--- src/shared/esd_pkg.sv ---
/*
 * Constants, register layouts and carrier types of the engine shutdown
 * and throttle command block.
 * Assumes a 100 MHz system clock and a 32-bit AXI4-Lite register bus.
 */
`default_nettype none
package esd_pkg;
	// Timing
	localparam int CLK_HZ       = 100_000_000;
	localparam int TICK_MS      = 1;
	localparam int TICK_CYC     = CLK_HZ / 1000 * TICK_MS;
	localparam int SEL_HOLD_MS  = 1000;
	localparam int THR_HOLD_MS  = 2000;
	localparam int RAMP_RATE    = 50;
	localparam int RAMP_STEP_MS = 1000 / RAMP_RATE;
	localparam int TSC1_MS      = 10;
	localparam logic [15:0] STEP_RPM = 16'h000A;
	localparam logic [15:0] FINE_RPM = 16'h0001;

	// Register offsets
	localparam logic [7:0] OFS_CFG    = 8'h00;
	localparam logic [7:0] OFS_LIM    = 8'h04;
	localparam logic [7:0] OFS_ALM    = 8'h08;
	localparam logic [7:0] OFS_CMD    = 8'h0C;
	localparam logic [7:0] OFS_STS    = 8'h10;
	localparam logic [7:0] OFS_FAULT  = 8'h14;
	localparam logic [7:0] OFS_OVRCNT = 8'h18;
	localparam logic [7:0] OFS_SPEED  = 8'h1C;
	localparam int CMD_OVR_BIT = 0;

	// Reset values
	localparam logic [31:0] CFG_RST = 32'h0000_0000;
	localparam logic [31:0] LIM_RST = 32'h0A28_0320;
	localparam logic [31:0] ALM_RST = 32'h0000_0000;

	localparam logic [1:0] RESP_OKAY   = 2'h0;
	localparam logic [1:0] RESP_SLVERR = 2'h2;

	typedef enum logic [1:0] {
		THR_RAMP = 2'b00,
		THR_TWO  = 2'b01,
		THR_OFF  = 2'b10
	} thr_mode_t;

	typedef enum logic {
		SRC_CAN    = 1'b0,
		SRC_ANALOG = 1'b1
	} thr_src_t;

	typedef struct packed {
		logic [28:0] rsvd;
		thr_src_t    src;
		thr_mode_t   mode;
	} cfg_t;

	typedef struct packed {
		logic [15:0] max;
		logic [15:0] min;
	} lim_t;

	typedef struct packed {
		logic [4:0]  rsvd;
		logic        en;
		logic        any;
		logic [4:0]  fmi;
		logic [19:0] spn;
	} alm_t;

	typedef struct packed {
		logic        valid;
		logic        active;
		logic [4:0]  fmi;
		logic [19:0] spn;
	} fault_t;

	typedef struct packed {
		logic [21:0] rsvd;
		thr_src_t    src;
		thr_mode_t   mode;
		logic        prompt_hold;
		logic        cycled;
		logic        override;
		logic        inhibit;
		logic        stale;
		logic        fault;
		logic        pending;
	} sts_t;
endpackage
`default_nettype wire

--- src/hw/press_timer.sv ---
/*
 * Pin synchroniser with press, release and long-hold detection.
 * Assumes a one-cycle tick enable that counts the hold time.
 */
`timescale 1ns/1ps
`default_nettype none
module press_timer #(
	parameter int HOLD = 1000
) (
	// Clock and reset
	input  wire logic clk,
	input  wire logic rst_n,
	input  wire logic tick,
	// Pin
	input  wire logic pin,
	// Decoded
	output logic      level,
	output logic      rise,
	output logic      fall,
	output logic      held_rise,
	output logic      held
);
	localparam int W = $clog2(HOLD + 1);

	logic         s1;
	logic         s2;
	logic [W-1:0] cnt;

	// Two-stage synchroniser, then one stage for edges
	always_ff @(posedge clk or negedge rst_n) begin
		if (!rst_n) begin
			s1    <= 1'b0;
			s2    <= 1'b0;
			level <= 1'b0;
		end else begin
			s1    <= pin;
			s2    <= s1;
			level <= s2;
		end
	end

	// Hold time in ticks, saturating
	always_ff @(posedge clk or negedge rst_n) begin
		if (!rst_n)
			cnt <= '0;
		else if (!level)
			cnt <= '0;
		else if (tick && cnt != W'(HOLD))
			cnt <= cnt + W'(1);
	end

	assign rise      = s2 & ~level;
	assign fall      = ~s2 & level;
	assign held      = (cnt == W'(HOLD));
	assign held_rise = level & s2 & tick & (cnt == W'(HOLD - 1));
endmodule // press_timer
`default_nettype wire

--- src/hw/engine_shutdown_throttle_ctrl.sv ---
/*
 * Engine command logic: shutdown alarm latch, start inhibit and override,
 * throttle switch interpretation and speed command, AXI4-Lite registers.
 * Assumes fault, regeneration and analog inputs come from logic on MCLK;
 * buttons, switches and ignition are pins and are synchronised here.
 */
// The placing of the registers and the AXI4-Lite slave port were decided locally.
`timescale 1ns/1ps
`default_nettype none
module engine_shutdown_throttle_ctrl #(
	parameter int TICK_CYCLES = esd_pkg::TICK_CYC
) (
	// Clock and reset
	input  wire logic                 MCLK,
	input  wire logic                 RESET_N,
	// AXI4-Lite slave
	input  wire logic [7:0]           S_AXI_AWADDR,
	input  wire logic                 S_AXI_AWVALID,
	output logic                      S_AXI_AWREADY,
	input  wire logic [31:0]          S_AXI_WDATA,
	input  wire logic [3:0]           S_AXI_WSTRB,
	input  wire logic                 S_AXI_WVALID,
	output logic                      S_AXI_WREADY,
	output logic [1:0]                S_AXI_BRESP,
	output logic                      S_AXI_BVALID,
	input  wire logic                 S_AXI_BREADY,
	input  wire logic [7:0]           S_AXI_ARADDR,
	input  wire logic                 S_AXI_ARVALID,
	output logic                      S_AXI_ARREADY,
	output logic [31:0]               S_AXI_RDATA,
	output logic [1:0]                S_AXI_RRESP,
	output logic                      S_AXI_RVALID,
	input  wire logic                 S_AXI_RREADY,
	// Operator pins
	input  wire logic                 IGNITION,
	input  wire logic                 BTN_UP,
	input  wire logic                 BTN_DOWN,
	input  wire logic                 BTN_SELECT,
	input  wire logic                 THR_RAISE,
	input  wire logic                 THR_LOWER,
	// Engine side inputs
	input  wire esd_pkg::fault_t      FAULT,
	input  wire logic                 REGEN_INHIBIT_RX,
	input  wire logic                 REGEN_HOT_RX,
	input  wire logic [15:0]          ANALOG_RPM,
	// Prompt screens
	input  wire logic                 PROMPT_ON,
	input  wire logic                 PROMPT_NEED_ACK,
	output logic                      PROMPT_ALLOW,
	output logic                      PROMPT_DELAY,
	output logic                      PROMPT_ACK,
	output logic                      PROMPT_HOLD,
	// Alarm outputs
	output logic                      ENGINE_STOP,
	output logic                      START_INHIBIT,
	output logic                      POPUP,
	output logic [19:0]               POPUP_SPN,
	output logic [4:0]                POPUP_FMI,
	output logic                      RED_STATE,
	output logic                      AUDIBLE,
	output logic                      CHECK_ENGINE,
	output logic                      STOP_ICON,
	output logic                      REGEN_INH_ICON,
	output logic                      REGEN_ACT_ICON,
	// Speed command
	output logic                      TSC1_SEND,
	output logic [15:0]               TSC1_RPM
);
	localparam int N_PIN = 6;
	localparam int P_IGN = 0;
	localparam int P_UP  = 1;
	localparam int P_DN  = 2;
	localparam int P_SEL = 3;
	localparam int P_RAI = 4;
	localparam int P_LOW = 5;
	localparam int TW    = $clog2(TICK_CYCLES);

	logic [TW-1:0]      tcnt;
	logic               tick;
	logic [N_PIN-1:0]   pins;
	logic [N_PIN-1:0]   lvl;
	logic [N_PIN-1:0]   rise;
	logic [N_PIN-1:0]   fall;
	logic [N_PIN-1:0]   hrise;
	logic [N_PIN-1:0]   held;
	logic               ign_on;
	logic               sel_short;
	esd_pkg::cfg_t      cfg_reg, saved_cfg, act_cfg, cur_cfg;
	esd_pkg::lim_t      lim_reg, saved_lim, act_lim, cur_lim;
	esd_pkg::alm_t      alm_reg;
	logic               match, new_act, fault_on;
	logic               pending, stale, inhibit, cycled, override;
	logic               ovr_req, ovr_acc, ack;
	logic [31:0]        ovr_cnt;
	logic               thr_cmd, step_tick;
	logic [4:0]         rcnt;
	logic [3:0]         pcnt;
	logic [15:0]        speed, next_speed;
	logic               need_q;
	logic               aw_hold, w_hold, wr_go;
	logic [7:0]         waddr;
	logic [31:0]        wdata;
	logic [3:0]         wstrb;
	logic [31:0]        rd_data;
	logic [1:0]         rd_resp;
	esd_pkg::sts_t      sts;

	function automatic logic [15:0] clampv(input logic [15:0] s,
			input logic up, input logic [15:0] d, input esd_pkg::lim_t l);
		logic [16:0] v;
		v = up ? {1'b0, s} + {1'b0, d} : {1'b0, s} - {1'b0, d};
		if (!up && d > s)
			return l.min;
		if (v > {1'b0, l.max})
			return l.max;
		if (v < {1'b0, l.min})
			return l.min;
		return v[15:0];
	endfunction

	function automatic logic [31:0] wmerge(input logic [31:0] o,
			input logic [31:0] d, input logic [3:0] s);
		for (int i = 0; i < 4; i++) begin
			if (s[i])
				o[8*i +: 8] = d[8*i +: 8];
		end
		return o;
	endfunction

	// 1 ms tick divider
	always_ff @(posedge MCLK or negedge RESET_N) begin
		if (!RESET_N)
			tcnt <= '0;
		else if (tick)
			tcnt <= '0;
		else
			tcnt <= tcnt + TW'(1);
	end
	assign tick = (tcnt == TW'(TICK_CYCLES - 1));

	// Pin conditioning
	assign pins = {THR_LOWER, THR_RAISE, BTN_SELECT, BTN_DOWN, BTN_UP,
		IGNITION};
	for (genvar i = 0; i < N_PIN; i++) begin : g_pin
		press_timer #(
			.HOLD(i == P_SEL ? esd_pkg::SEL_HOLD_MS / esd_pkg::TICK_MS
				: esd_pkg::THR_HOLD_MS / esd_pkg::TICK_MS)
		) u_pin (
			.clk      (MCLK),
			.rst_n    (RESET_N),
			.tick     (tick),
			.pin      (pins[i]),
			.level    (lvl[i]),
			.rise     (rise[i]),
			.fall     (fall[i]),
			.held_rise(hrise[i]),
			.held     (held[i])
		);
	end
	assign ign_on    = rise[P_IGN];
	assign sel_short = fall[P_SEL] & ~held[P_SEL];
	assign ack       = sel_short & POPUP;

	// Fault matching
	assign match = FAULT.valid && alm_reg.en && FAULT.spn == alm_reg.spn
		&& (alm_reg.any || FAULT.fmi == alm_reg.fmi);
	assign new_act = match && FAULT.active && !fault_on;

	always_ff @(posedge MCLK or negedge RESET_N) begin
		if (!RESET_N) begin
			fault_on  <= 1'b0;
			POPUP_SPN <= '0;
			POPUP_FMI <= '0;
		end else begin
			if (match)
				fault_on <= FAULT.active;
			if (new_act) begin
				POPUP_SPN <= FAULT.spn;
				POPUP_FMI <= FAULT.fmi;
			end
		end
	end

	// Unacknowledged alarm and stale recall
	always_ff @(posedge MCLK or negedge RESET_N) begin
		if (!RESET_N) begin
			pending <= 1'b0;
			stale   <= 1'b0;
		end else begin
			if (new_act || (ign_on && fault_on))
				pending <= 1'b1;
			else if (ack)
				pending <= 1'b0;
			if (ign_on && !ack)
				stale <= pending && !fault_on;
			else if (ack || new_act)
				stale <= 1'b0;
		end
	end

	// Start inhibit, key cycle and override
	assign ovr_req = wr_go && waddr == esd_pkg::OFS_CMD && wstrb[0]
		&& wdata[esd_pkg::CMD_OVR_BIT];
	assign ovr_acc = ovr_req && inhibit && cycled && lvl[P_IGN];

	always_ff @(posedge MCLK or negedge RESET_N) begin
		if (!RESET_N) begin
			inhibit  <= 1'b0;
			cycled   <= 1'b0;
			override <= 1'b0;
		end else begin
			if (new_act)
				inhibit <= 1'b1;
			else if (ign_on)
				inhibit <= fault_on || (pending && !ack);
			if (new_act)
				cycled <= 1'b0;
			else if (ign_on)
				cycled <= 1'b1;
			if (ign_on)
				override <= 1'b0;
			else if (ovr_acc)
				override <= 1'b1;
		end
	end

	// Override history, kept across key cycles
	always_ff @(posedge MCLK or negedge RESET_N) begin
		if (!RESET_N)
			ovr_cnt <= '0;
		else if (ovr_acc)
			ovr_cnt <= ovr_cnt + 32'h0000_0001;
	end

	assign START_INHIBIT = inhibit & ~override;
	assign ENGINE_STOP   = START_INHIBIT;
	assign POPUP         = pending & (fault_on | stale);
	assign AUDIBLE       = POPUP;
	assign RED_STATE     = POPUP | inhibit;
	assign CHECK_ENGINE  = inhibit;
	assign STOP_ICON     = inhibit;

	// Regeneration indicators
	always_ff @(posedge MCLK or negedge RESET_N) begin
		if (!RESET_N) begin
			REGEN_INH_ICON <= 1'b0;
			REGEN_ACT_ICON <= 1'b0;
		end else begin
			REGEN_INH_ICON <= REGEN_INHIBIT_RX;
			REGEN_ACT_ICON <= REGEN_HOT_RX;
		end
	end

	// Prompt keys
	assign PROMPT_ALLOW = PROMPT_ON & rise[P_DN];
	assign PROMPT_DELAY = PROMPT_ON & rise[P_UP];
	assign PROMPT_ACK   = PROMPT_ON & sel_short & ~POPUP;
	always_ff @(posedge MCLK or negedge RESET_N) begin
		if (!RESET_N) begin
			need_q      <= 1'b0;
			PROMPT_HOLD <= 1'b0;
		end else begin
			need_q <= PROMPT_ON & PROMPT_NEED_ACK;
			if (PROMPT_ON && PROMPT_NEED_ACK && !need_q)
				PROMPT_HOLD <= 1'b1;
			else if (PROMPT_ACK)
				PROMPT_HOLD <= 1'b0;
		end
	end

	// Settings: saved on long select, applied on throttle command
	assign thr_cmd = rise[P_RAI] | rise[P_LOW];
	assign cur_cfg = thr_cmd ? saved_cfg : act_cfg;
	assign cur_lim = thr_cmd ? saved_lim : act_lim;
	always_ff @(posedge MCLK or negedge RESET_N) begin
		if (!RESET_N) begin
			saved_cfg <= esd_pkg::CFG_RST;
			saved_lim <= esd_pkg::LIM_RST;
			act_cfg   <= esd_pkg::CFG_RST;
			act_lim   <= esd_pkg::LIM_RST;
		end else begin
			if (hrise[P_SEL]) begin
				saved_cfg <= cfg_reg;
				saved_lim <= lim_reg;
			end
			if (thr_cmd) begin
				act_cfg <= saved_cfg;
				act_lim <= saved_lim;
			end
		end
	end

	// Ramp slew and message period, counted in ticks
	always_ff @(posedge MCLK or negedge RESET_N) begin
		if (!RESET_N) begin
			rcnt <= '0;
			pcnt <= '0;
		end else begin
			if (!(held[P_RAI] ^ held[P_LOW]) || step_tick)
				rcnt <= '0;
			else if (tick)
				rcnt <= rcnt + 5'h01;
			if (tick)
				pcnt <= (pcnt == 4'(esd_pkg::TSC1_MS - 1)) ? 4'h0
					: pcnt + 4'h1;
		end
	end
	assign step_tick = tick && (held[P_RAI] ^ held[P_LOW])
		&& rcnt == 5'(esd_pkg::RAMP_STEP_MS - 1);

	// Requested speed, mode interpretation
	always_comb begin
		next_speed = clampv(speed, 1'b1, 16'h0000, act_lim);
		case (cur_cfg.mode)
			esd_pkg::THR_TWO: begin
				if (thr_cmd)
					next_speed = rise[P_RAI] ? cur_lim.max
						: cur_lim.min;
			end
			esd_pkg::THR_RAMP: begin
				if (thr_cmd)
					next_speed = clampv(speed, rise[P_RAI],
						esd_pkg::STEP_RPM, cur_lim);
				else if (step_tick)
					next_speed = clampv(speed, held[P_RAI],
						esd_pkg::FINE_RPM, cur_lim);
			end
			default: ;
		endcase
	end

	always_ff @(posedge MCLK or negedge RESET_N) begin
		if (!RESET_N)
			speed <= esd_pkg::LIM_RST[15:0];
		else
			speed <= next_speed;
	end

	// Speed message, suppressed when disabled
	always_ff @(posedge MCLK or negedge RESET_N) begin
		if (!RESET_N) begin
			TSC1_SEND <= 1'b0;
			TSC1_RPM  <= '0;
		end else begin
			TSC1_SEND <= tick && pcnt == 4'(esd_pkg::TSC1_MS - 1)
				&& (act_cfg.mode == esd_pkg::THR_RAMP
				|| act_cfg.mode == esd_pkg::THR_TWO);
			TSC1_RPM  <= act_cfg.src == esd_pkg::SRC_ANALOG
				? clampv(ANALOG_RPM, 1'b1, 16'h0000, act_lim)
				: speed;
		end
	end

	// AXI4-Lite write path
	assign S_AXI_AWREADY = ~aw_hold & ~S_AXI_BVALID;
	assign S_AXI_WREADY  = ~w_hold & ~S_AXI_BVALID;
	assign wr_go         = aw_hold & w_hold & ~S_AXI_BVALID;
	always_ff @(posedge MCLK or negedge RESET_N) begin
		if (!RESET_N) begin
			aw_hold      <= 1'b0;
			w_hold       <= 1'b0;
			waddr        <= '0;
			wdata        <= '0;
			wstrb        <= '0;
			S_AXI_BVALID <= 1'b0;
			S_AXI_BRESP  <= esd_pkg::RESP_OKAY;
		end else begin
			if (S_AXI_AWVALID && S_AXI_AWREADY) begin
				aw_hold <= 1'b1;
				waddr   <= {S_AXI_AWADDR[7:2], 2'b00};
			end else if (wr_go)
				aw_hold <= 1'b0;
			if (S_AXI_WVALID && S_AXI_WREADY) begin
				w_hold <= 1'b1;
				wdata  <= S_AXI_WDATA;
				wstrb  <= S_AXI_WSTRB;
			end else if (wr_go)
				w_hold <= 1'b0;
			if (wr_go) begin
				S_AXI_BVALID <= 1'b1;
				S_AXI_BRESP  <= (waddr == esd_pkg::OFS_CFG
					|| waddr == esd_pkg::OFS_LIM
					|| waddr == esd_pkg::OFS_ALM
					|| waddr == esd_pkg::OFS_CMD) ? esd_pkg::RESP_OKAY
					: esd_pkg::RESP_SLVERR;
			end else if (S_AXI_BREADY)
				S_AXI_BVALID <= 1'b0;
		end
	end

	// Writable settings; reserved bits held at zero
	always_ff @(posedge MCLK or negedge RESET_N) begin
		if (!RESET_N) begin
			cfg_reg <= esd_pkg::CFG_RST;
			lim_reg <= esd_pkg::LIM_RST;
			alm_reg <= esd_pkg::ALM_RST;
		end else if (wr_go) begin
			if (waddr == esd_pkg::OFS_CFG)
				cfg_reg <= wmerge(cfg_reg, wdata, wstrb) & 32'h0000_0007;
			if (waddr == esd_pkg::OFS_LIM)
				lim_reg <= wmerge(lim_reg, wdata, wstrb);
			if (waddr == esd_pkg::OFS_ALM)
				alm_reg <= wmerge(alm_reg, wdata, wstrb) & 32'h07FF_FFFF;
		end
	end

	// AXI4-Lite read path
	always_comb begin
		sts             = '0;
		sts.pending     = pending;
		sts.fault       = fault_on;
		sts.stale       = stale;
		sts.inhibit     = inhibit;
		sts.override    = override;
		sts.cycled      = cycled;
		sts.prompt_hold = PROMPT_HOLD;
		sts.mode        = act_cfg.mode;
		sts.src         = act_cfg.src;
		rd_resp         = esd_pkg::RESP_OKAY;
		case ({S_AXI_ARADDR[7:2], 2'b00})
			esd_pkg::OFS_CFG:    rd_data = cfg_reg;
			esd_pkg::OFS_LIM:    rd_data = lim_reg;
			esd_pkg::OFS_ALM:    rd_data = alm_reg;
			esd_pkg::OFS_CMD:    rd_data = 32'h0000_0000;
			esd_pkg::OFS_STS:    rd_data = sts;
			esd_pkg::OFS_FAULT:  rd_data = {7'h00, POPUP_FMI, POPUP_SPN};
			esd_pkg::OFS_OVRCNT: rd_data = ovr_cnt;
			esd_pkg::OFS_SPEED:  rd_data = {16'h0000, speed};
			default: begin
				rd_data = 32'h0000_0000;
				rd_resp = esd_pkg::RESP_SLVERR;
			end
		endcase
	end

	assign S_AXI_ARREADY = ~S_AXI_RVALID;
	always_ff @(posedge MCLK or negedge RESET_N) begin
		if (!RESET_N) begin
			S_AXI_RVALID <= 1'b0;
			S_AXI_RDATA  <= '0;
			S_AXI_RRESP  <= esd_pkg::RESP_OKAY;
		end else if (S_AXI_ARVALID && S_AXI_ARREADY) begin
			S_AXI_RVALID <= 1'b1;
			S_AXI_RDATA  <= rd_data;
			S_AXI_RRESP  <= rd_resp;
		end else if (S_AXI_RREADY)
			S_AXI_RVALID <= 1'b0;
	end
endmodule // engine_shutdown_throttle_ctrl
`default_nettype wire

--- config.mk ---
export PLATFORM = sky130hd
export DESIGN_NAME = engine_shutdown_throttle_ctrl
export DESIGN_NICKNAME = d
export VERILOG_FILES = /design/src/shared/esd_pkg.sv /design/src/hw/press_timer.sv /design/src/hw/engine_shutdown_throttle_ctrl.sv
export SDC_FILE = /design/constraint.sdc
export NUM_CORES = 1
export LEC_CHECK = 0
export BUFFER_PORTS_ARGS = -buffer_cell sky130_fd_sc_hd__clkbuf_2
export CAP_MARGIN = 10
export CELL_PAD_IN_SITES_DETAIL_PLACEMENT = 0
export CELL_PAD_IN_SITES_GLOBAL_PLACEMENT = 1
export CORE_MARGIN = 2
export CORE_UTILIZATION = 45
export DETAILED_ROUTE_END_ITERATION = 7
export PLACE_DENSITY = 0.84
export SLEW_MARGIN = 20
export SYNTH_ARGS = -nofsm -noshare
export SYNTH_HDL_FRONTEND = slang
export SYNTH_SLANG_ARGS = --single-unit
--- constraint.sdc ---
create_clock -name MCLK -period 7.35 [get_ports MCLK]
set_clock_uncertainty 0.05 [all_clocks]
set_input_delay 0.735 -clock MCLK [delete_from_list [all_inputs] [get_ports MCLK]]
set_output_delay 0.735 -clock MCLK [all_outputs]
set_load 0.01 [all_outputs]
==> results of run 1 <==
per-layer routing:
| metal | wire length, um | GRT usage, % | part of all wire, % |
|---|---|---|---|
| met1 | 32800 | 40.7 | 43 |
| met2 | 35300 | 47.1 | 46 |
| met3 | 5720 | 5.10 | 7.5 |
| met4 | 2800 | 10.9 | 3.7 |
| met5 | 9 | 0 | 0.012 |
cells in the mapped netlist, types with 37 or more instances:
| cell | number | area (um^2) |
|---|---|---|
| a22oi_1 | 37 | 278 |
| nand2_1 | 193 | 724 |
| nand3_1 | 52 | 260 |
| inv_1 | 92 | 345 |
| a21oi_1 | 100 | 500 |
| o21ai_0 | 109 | 546 |
| xnor2_1 | 80 | 701 |
| dfrtp_1 | 364 | 9110 |
| xor2_1 | 50 | 438 |
| nor3_1 | 43 | 215 |
| clkbuf_1 | 72 | 270 |
| mux2_2 | 136 | 1530 |
| nor2_1 | 147 | 552 |
| nand4_1 | 51 | 319 |
| ha_1 | 137 | 1710 |
cells in the final DEF, fill, tap and decap left out, types with 11 or more instances in the layout:
cell type / synthesis / layout
a211oi_1: 16 / 15
a21o_1: 32 / 32
a21oi_1: 100 / 100
a221oi_1: 22 / 22
a222oi_1: 12 / 12
a22o_1: 12 / 12
a22oi_1: 37 / 37
a31o_2: 15 / 15
a31oi_1: 29 / 29
and2_1: 34 / 33
and3_1: 18 / 18
and4_1: 11 / 11
buf_4: 11 / 40
clkbuf_16: 0 / 44
clkbuf_2: 0 / 200
clkbuf_8: 0 / 14
dfrtp_1: 364 / 364
dfstp_2: 24 / 24
ha_1: 137 / 137
inv_1: 92 / 92
mux2_1: 35 / 35
mux2_2: 136 / 136
mux2i_1: 24 / 23
nand2_1: 193 / 192
nand3_1: 52 / 52
nand4_1: 51 / 51
nor2_1: 147 / 143
nor2b_1: 20 / 19
nor3_1: 43 / 41
nor4_1: 13 / 13
o211ai_1: 19 / 19
o21ai_0: 109 / 109
o22ai_1: 14 / 14
o311a_1: 15 / 15
or3_1: 13 / 13
xnor2_1: 80 / 80
xor2_1: 50 / 50
cell families after synthesis:
| group | count (synthesis) | share of synthesized area (%) |
|---|---|---|
| xor+xnor | 130 | 5.08 |
| fa+ha+maj | 137 | 7.65 |
| mux | 196 | 9.73 |
| buf+inv | 202 | 3.82 |
| flops | 388 | 43.4 |
| compound gates | 518 | 15.8 |
| other cells | 1 | 0.0167 |
| simple gates | 652 | 14.5 |
area by class of cell:
class	instances	area [um^2]	area share, %
Tap cell	664	831	3.23
Antenna cell	1	2.50	0.00973
Timing Repair Buffer	244	1380	5.35
Sequential cell	388	9740	37.9
Clock inverter	15	208	0.808
Clock buffer	66	1320	5.15
Multi-Input combinational cell	1635	11900	46.2
Inverter	92	345	1.34
how the worst min path moves through the flow:
| stage | startpoint | to | slack (ns) |
|---|---|---|---|
| final | RESET_N | TSC1_RPM[1] | 0.11 |
| after global routing | REGEN_HOT_RX | REGEN_ACT_ICON | 0.19 |
| after CTS | RESET_N | TSC1_RPM[1] | 0.17 |
| after detailed placement | g_pin[0].u_pin.s1 | g_pin[0].u_pin.s2 | 0.29 |
| after global placement | g_pin[3].u_pin.s1 | g_pin[3].u_pin.s2 | 0.28 |
| after floorplan | g_pin[0].u_pin.s1 | g_pin[0].u_pin.s2 | 0.28 |
where the power goes:
part | internal, W | total (W) | switching [W] | leakage (nW)
logic | 0.00140 | 0.00362 | 0.00222 | 6.19
registers | 0.00248 | 0.00291 | 0.000433 | 5.10
clock network | 0.00136 | 0.00231 | 0.000944 | 0.753
total | 0.00524 | 0.00884 | 0.00360 | 12.0
worst max-delay path: stages (launching register included):
cell,delay (ns)
dfrtp_1,0.80
inv_1,0.18
ha_1,0.33
o211ai_1,0.38
o31ai_1,0.23
nand2_1,0.16
xor2_1,0.24
inv_1,0.11
ha_1,0.31
and4_1,0.29
nand4_1,0.20
o31ai_1,0.55
o21bai_1,0.27
nand2_2,0.11
nor3b_2,0.76
a221o_1,0.28
a21oi_1,0.04
o41ai_1,0.41
stage by stage:
| stage | hold WS, ns | cell area [um^2] | utilization [%] | std cells |
|---|---|---|---|---|
| after detailed placement | 0.286 | 24200 | 49.3 | 3023 |
| after global placement | 0.282 | 24200 | 49.3 | 3023 |
| after CTS | 0.168 | 25700 | 52.4 | 3104 |
| after floorplan | 0.281 | 22400 | - | 2225 |
| final | 0.114 | 25700 | 52.4 | 3105 |
| after global routing | 0.185 | 25700 | 52.4 | 3105 |
==> qor.yml, run 1 <==
status:
  status: "finished clean"
power:
  power.leakage_nw: 12.0
  finalPower_w: 0.00884
  p_per_area_nw_per_um2: 344
  ir_drop_v: 0.000388
floorplanning:
  start_util_pct: 45.7
  core_um2: 49100
  fp-row-count: 81
  pin_count: 208
  chipWidth_um: 227
  die_y_um: 227
  die-area_um2: 51600
sta:
  worst_pin_slew_ns: 1.23
  fin_crit_sh_pct: 79.3
  rsz0062_at_grt: "false"
  fin_ws_ns: 1.52
  timing.fmax_ghz: 0.172
  fin_setup_tns_ns: 0
  report.final.slew_viol_count: 0
  slew_headroom_pct: 18.0
  fin_crit_ns: 5.83
  setup_viol: 0
  hold_viol_final: 0
logic_synthesis:
  synth.avg_cell_area_um2: 10.1
  syn_area_um2: 22400
  synthCells: 2224
  yosysSeqAreaShare_pct: 43.4
  ys_ff_latch: 388
  ys_types: 90
  synth_warnings: 0
  synthArstFlopShare_pct: 100
  synth_enable_flop_cells: 0
  synthFlopType: "dfrtp_1"
layout:
  nets: 2654
  area_growth_pct: 14.7
  fillers: 4497
  drive_above_1_share_pct: 21.6
drt:
  vias: 18824
  wire_per_inst_um: 24.7
  routed_wl_mm: 76.7
  drt_iter0_markers: 1944
  dr.pass1.iters: 8
  drc: 0
  postRouteAntennaNets: 0
  viasPerCell: 6.06
worst_setup_path:
  setup.worst_path.start: "speed[2]"
  cp-endpoint: "speed[7]"
  r2r-start: "speed[2]"
  worst-r2r-setup-slack_ns: 1.52
  end_kind: "flop"
  crit_arrival_ns: 6.22
  critPathKind: "reg2reg"
  crit_path_start_kind: "flop"
  reg2reg_depth: 17
  required_ns: 7.74
  r2r_end: "speed[7]"
  path_max_fanout: 13
clock_network:
  htree_levels: 2
  clk_pin_slew_ns: 0.07
  cts_hold_buffers: 0
  cts_resized: 0
  clk_latency_ns: 0.59
  cts_tree: "done"
  cts_root_buf: "clkbuf_16"
  cts_max_path_buffers: 3
  cts_setup_buffers: 0
  numCtsBuffers: 44
  clock-sinks: 388
job:
  drv_cap: 0
grt:
  grt_pass1_vias: 18807
  grt_start_max_net_pins: 164
  grt_usage_pct: 29.7
  antenna_found_initial: 2
  grt_overflow: 0
  grt_pass1_wl_mm: 115
placement:
  place.gp.congestion: 0.975
  io_buffer_count: 201
  dpl.hpwl_mm: 56.9
  dp_slack_ns: 1.71
min_path:
  holdCritPathClass: "in2async"
No activity file was read; power rests on OpenSTA's default activity.
==> run 2, diff against run 1 <==
--- a/config.mk
+++ b/config.mk
@@ -10,7 +10,7 @@
 export CELL_PAD_IN_SITES_DETAIL_PLACEMENT = 0
 export CELL_PAD_IN_SITES_GLOBAL_PLACEMENT = 1
 export CORE_MARGIN = 2
-export CORE_UTILIZATION = 45
+export CORE_UTILIZATION = 43
 export DETAILED_ROUTE_END_ITERATION = 7
 export PLACE_DENSITY = 0.84
 export SLEW_MARGIN = 20
==> constraint.sdc (replaced) <==
create_clock -name MCLK -period 5.1 [get_ports MCLK]
set_clock_uncertainty 0.05 [all_clocks]
set_input_delay 0.51 -clock MCLK [delete_from_list [all_inputs] [get_ports MCLK]]
set_output_delay 0.51 -clock MCLK [all_outputs]
set_load 0.01 [all_outputs]
==> qor.yml, run 2 (synthesized netlist as in run 1, its figures left out) <==
worst_setup_path:
  crit_arrival_ns: 5.27
  required_ns: 5.53
  crit_chain: "buf_4, ha_1, nor2_1, o31ai_1, nand2_1, xor2_1, inv_1, ha_1, and4_1, nand4_1, o31ai_1, buf_4, o21bai_1, nand2_2, nor3b_2, a221o_1, a21oi_1, o41ai_1"
  critical_path.slowest_cell: "nor3b_2"
  worst-path-buf-inv: 3
  path_max_fanout: 6
  reg2reg_depth: 18
  crit_path_start_kind: "flop"
  worstSetupPathDepth: 18
  end_kind: "flop"
  cp_slowest_stage_delay_ns: 0.51
  critPathKind: "reg2reg"
  critical_path.top_delay_family: "compound AO/OA/AOI/OAI gates"
sta:
  timing.fmax_ghz: 0.206
  fin_crit_sh_pct: 95.0
  fin_crit_ns: 4.85
  rsz0062_at_grt: "false"
  slew_headroom_pct: 21.7
  hold_viol_final: 0
  fin_ws_ns: 0.254
  report.final.slew_viol_count: 0
  worst_pin_slew_ns: 1.17
  setup_viol: 0
  fin_setup_tns_ns: 0
grt:
  grt_usage_pct: 28.6
  grt_start_max_net_pins: 115
  grt_overflow: 0
  grt_pass1_wl_mm: 116
  grt_pass1_vias: 19167
  antenna_found_initial: 2
clock_network:
  clock-sinks: 388
  clk_pin_slew_ns: 0.07
  cts_setup_buffers: 0
  cts_tree: "done"
  clk_latency_ns: 0.59
  htree_levels: 2
  cts_max_path_buffers: 3
  cts_root_buf: "clkbuf_16"
  numCtsBuffers: 44
power:
  switching_share_pct: 39.1
  clkPwrFrac_pct: 25.0
  ir_drop_v: 0.000340
  seqPwrFrac_pct: 30.7
  power.leakage_nw: 12.5
  switchingPower_w: 0.00518
  pwr-share-comb_pct: 44.2
  p_per_area_nw_per_um2: 499
  p_int_w: 0.00806
layout:
  final_common_cell: "dfrtp_1"
  area_growth_pct: 18.2
  ff_latch_area_um2: 9740
  drive_above_1_share_pct: 24.2
  fillers: 4628
  multiInputGateArea_um2: 11900
  most-common-layout-cells: "dfrtp_1, clkbuf_2, nand2_1"
  nets: 2752
placement:
  place.gp.congestion: 0.974
  dpl.hpwl_mm: 59.5
  io_buffer_count: 201
  dp_slack_ns: 0.297
floorplanning:
  fp-row-count: 83
  start_util_pct: 43.6
  die_y_um: 232
  pin_count: 208
  core_um2: 51400
  die-area_um2: 54000
  chipWidth_um: 232
drt:
  dr.pass1.iters: 5
  routed_wl_mm: 77.2
  wire_per_inst_um: 24.0
  postRouteAntennaNets: 0
  viasPerCell: 5.91
  drc: 0
  vias: 19036
  drt_iter0_markers: 1541
status:
  status: "finished clean"
job:
  drv_cap: 0
min_path:
  holdCritPathClass: "in2reg"
  min_delay_path_depth: 2
==> run 2: changes by cell type in the layout (fill, tap and decap cells not counted), sizes merged <==
| cell | before | now |
|---|---|---|
| clkbuf | 266 | 263 |
| dlygate4sd3 | 0 | 9 |
| inv | 96 | 94 |
| clkinv | 7 | 9 |
| buf | 44 | 133 |
| clkinvlp | 1 | 4 |
==> run 2: metal layers <==
metal	up-vias	global-route usage (%)	share of wire, %	wire length (um)
li1	8692	-	-	-
met1	9466	39.0	43	33200
met5	-	0	0	0
met3	136	5.13	7.5	5760
met2	742	45.4	46	35400
met4	0	10.4	3.6	2780
==> run 2: final cells by class <==
class | count | area share (%)
clock buffer | 63 | 4.91
clock inverter | 18 | 0.840
inverter | 92 | 1.30
sequential | 388 | 36.7
multi-input combinational | 1635 | 44.8
tap | 680 | 3.21
antenna | 1 | 0.00944
timing repair buffer | 342 | 8.20
==> run 2: power groups by stage <==
stage / combinational (W) / sequential, W / clock [W]
detailed placement: 0.00576 / 0.00410 / 0
CTS: 0.00579 / 0.00405 / 0.00336
floorplan: 0.00358 / 0.00391 / 0
global route: 0.00633 / 0.00412 / 0.00349
finish: 0.00585 / 0.00407 / 0.00331
global placement: 0.00570 / 0.00408 / 0
==> run 2: final timing paths <==
kind | start | end | slack [ns]
worst min-delay path | S_AXI_RREADY | S_AXI_RVALID | 0.04
min in group asynchronous | RESET_N | TSC1_RPM[2] | 0.46
worst min register to register | g_pin[3].u_pin.s1 | g_pin[3].u_pin.s2 | 0.30
max in group asynchronous | RESET_N | g_pin[5].u_pin.cnt[0] | 3.31
worst max-delay path | speed[1] | speed[9] | 0.25
worst max register to register | speed[1] | speed[9] | 0.25
==> run 2: worst register-to-register path, cell delays in order, from the launching register on <==
cell and delay, ns:
dfrtp_1 0.47, buf_4 0.23, ha_1 0.26, nor2_1 0.08
o31ai_1 0.45, nand2_1 0.13, xor2_1 0.29, inv_1 0.13
ha_1 0.30, and4_1 0.29, nand4_1 0.20, o31ai_1 0.27
buf_4 0.17, o21bai_1 0.15, nand2_2 0.09, nor3b_2 0.51
a221o_1 0.25, a21oi_1 0.04, o41ai_1 0.41
==> run 2: through the flow <==
| step | hold WS [ns] | area [um^2] | instances | util, % | total power (W) |
|---|---|---|---|---|---|
| 2_1_floorplan | 0.164 | 22400 | 2225 | - | 0.00749 |
| 3_3_place_gp | 0.283 | 24900 | 3128 | 48.4 | 0.00978 |
| 3_5_place_dp | 0.285 | 24900 | 3128 | 48.4 | 0.00986 |
| 4_1_cts | 0.0234 | 26500 | 3218 | 51.5 | 0.0132 |
| 5_1_grt | 0.0518 | 26500 | 3219 | 51.6 | 0.0139 |
| 6_report | 0.0417 | 26500 | 3219 | 51.6 | 0.0132 |
==> run 2: what timing repair did <==
item                                    in CTS  in global routing
endpoints found under the setup margin       0                  1
hold endpoints to repair                    83                  0
hold buffers                                 9                  0
resized for setup                            0                  1
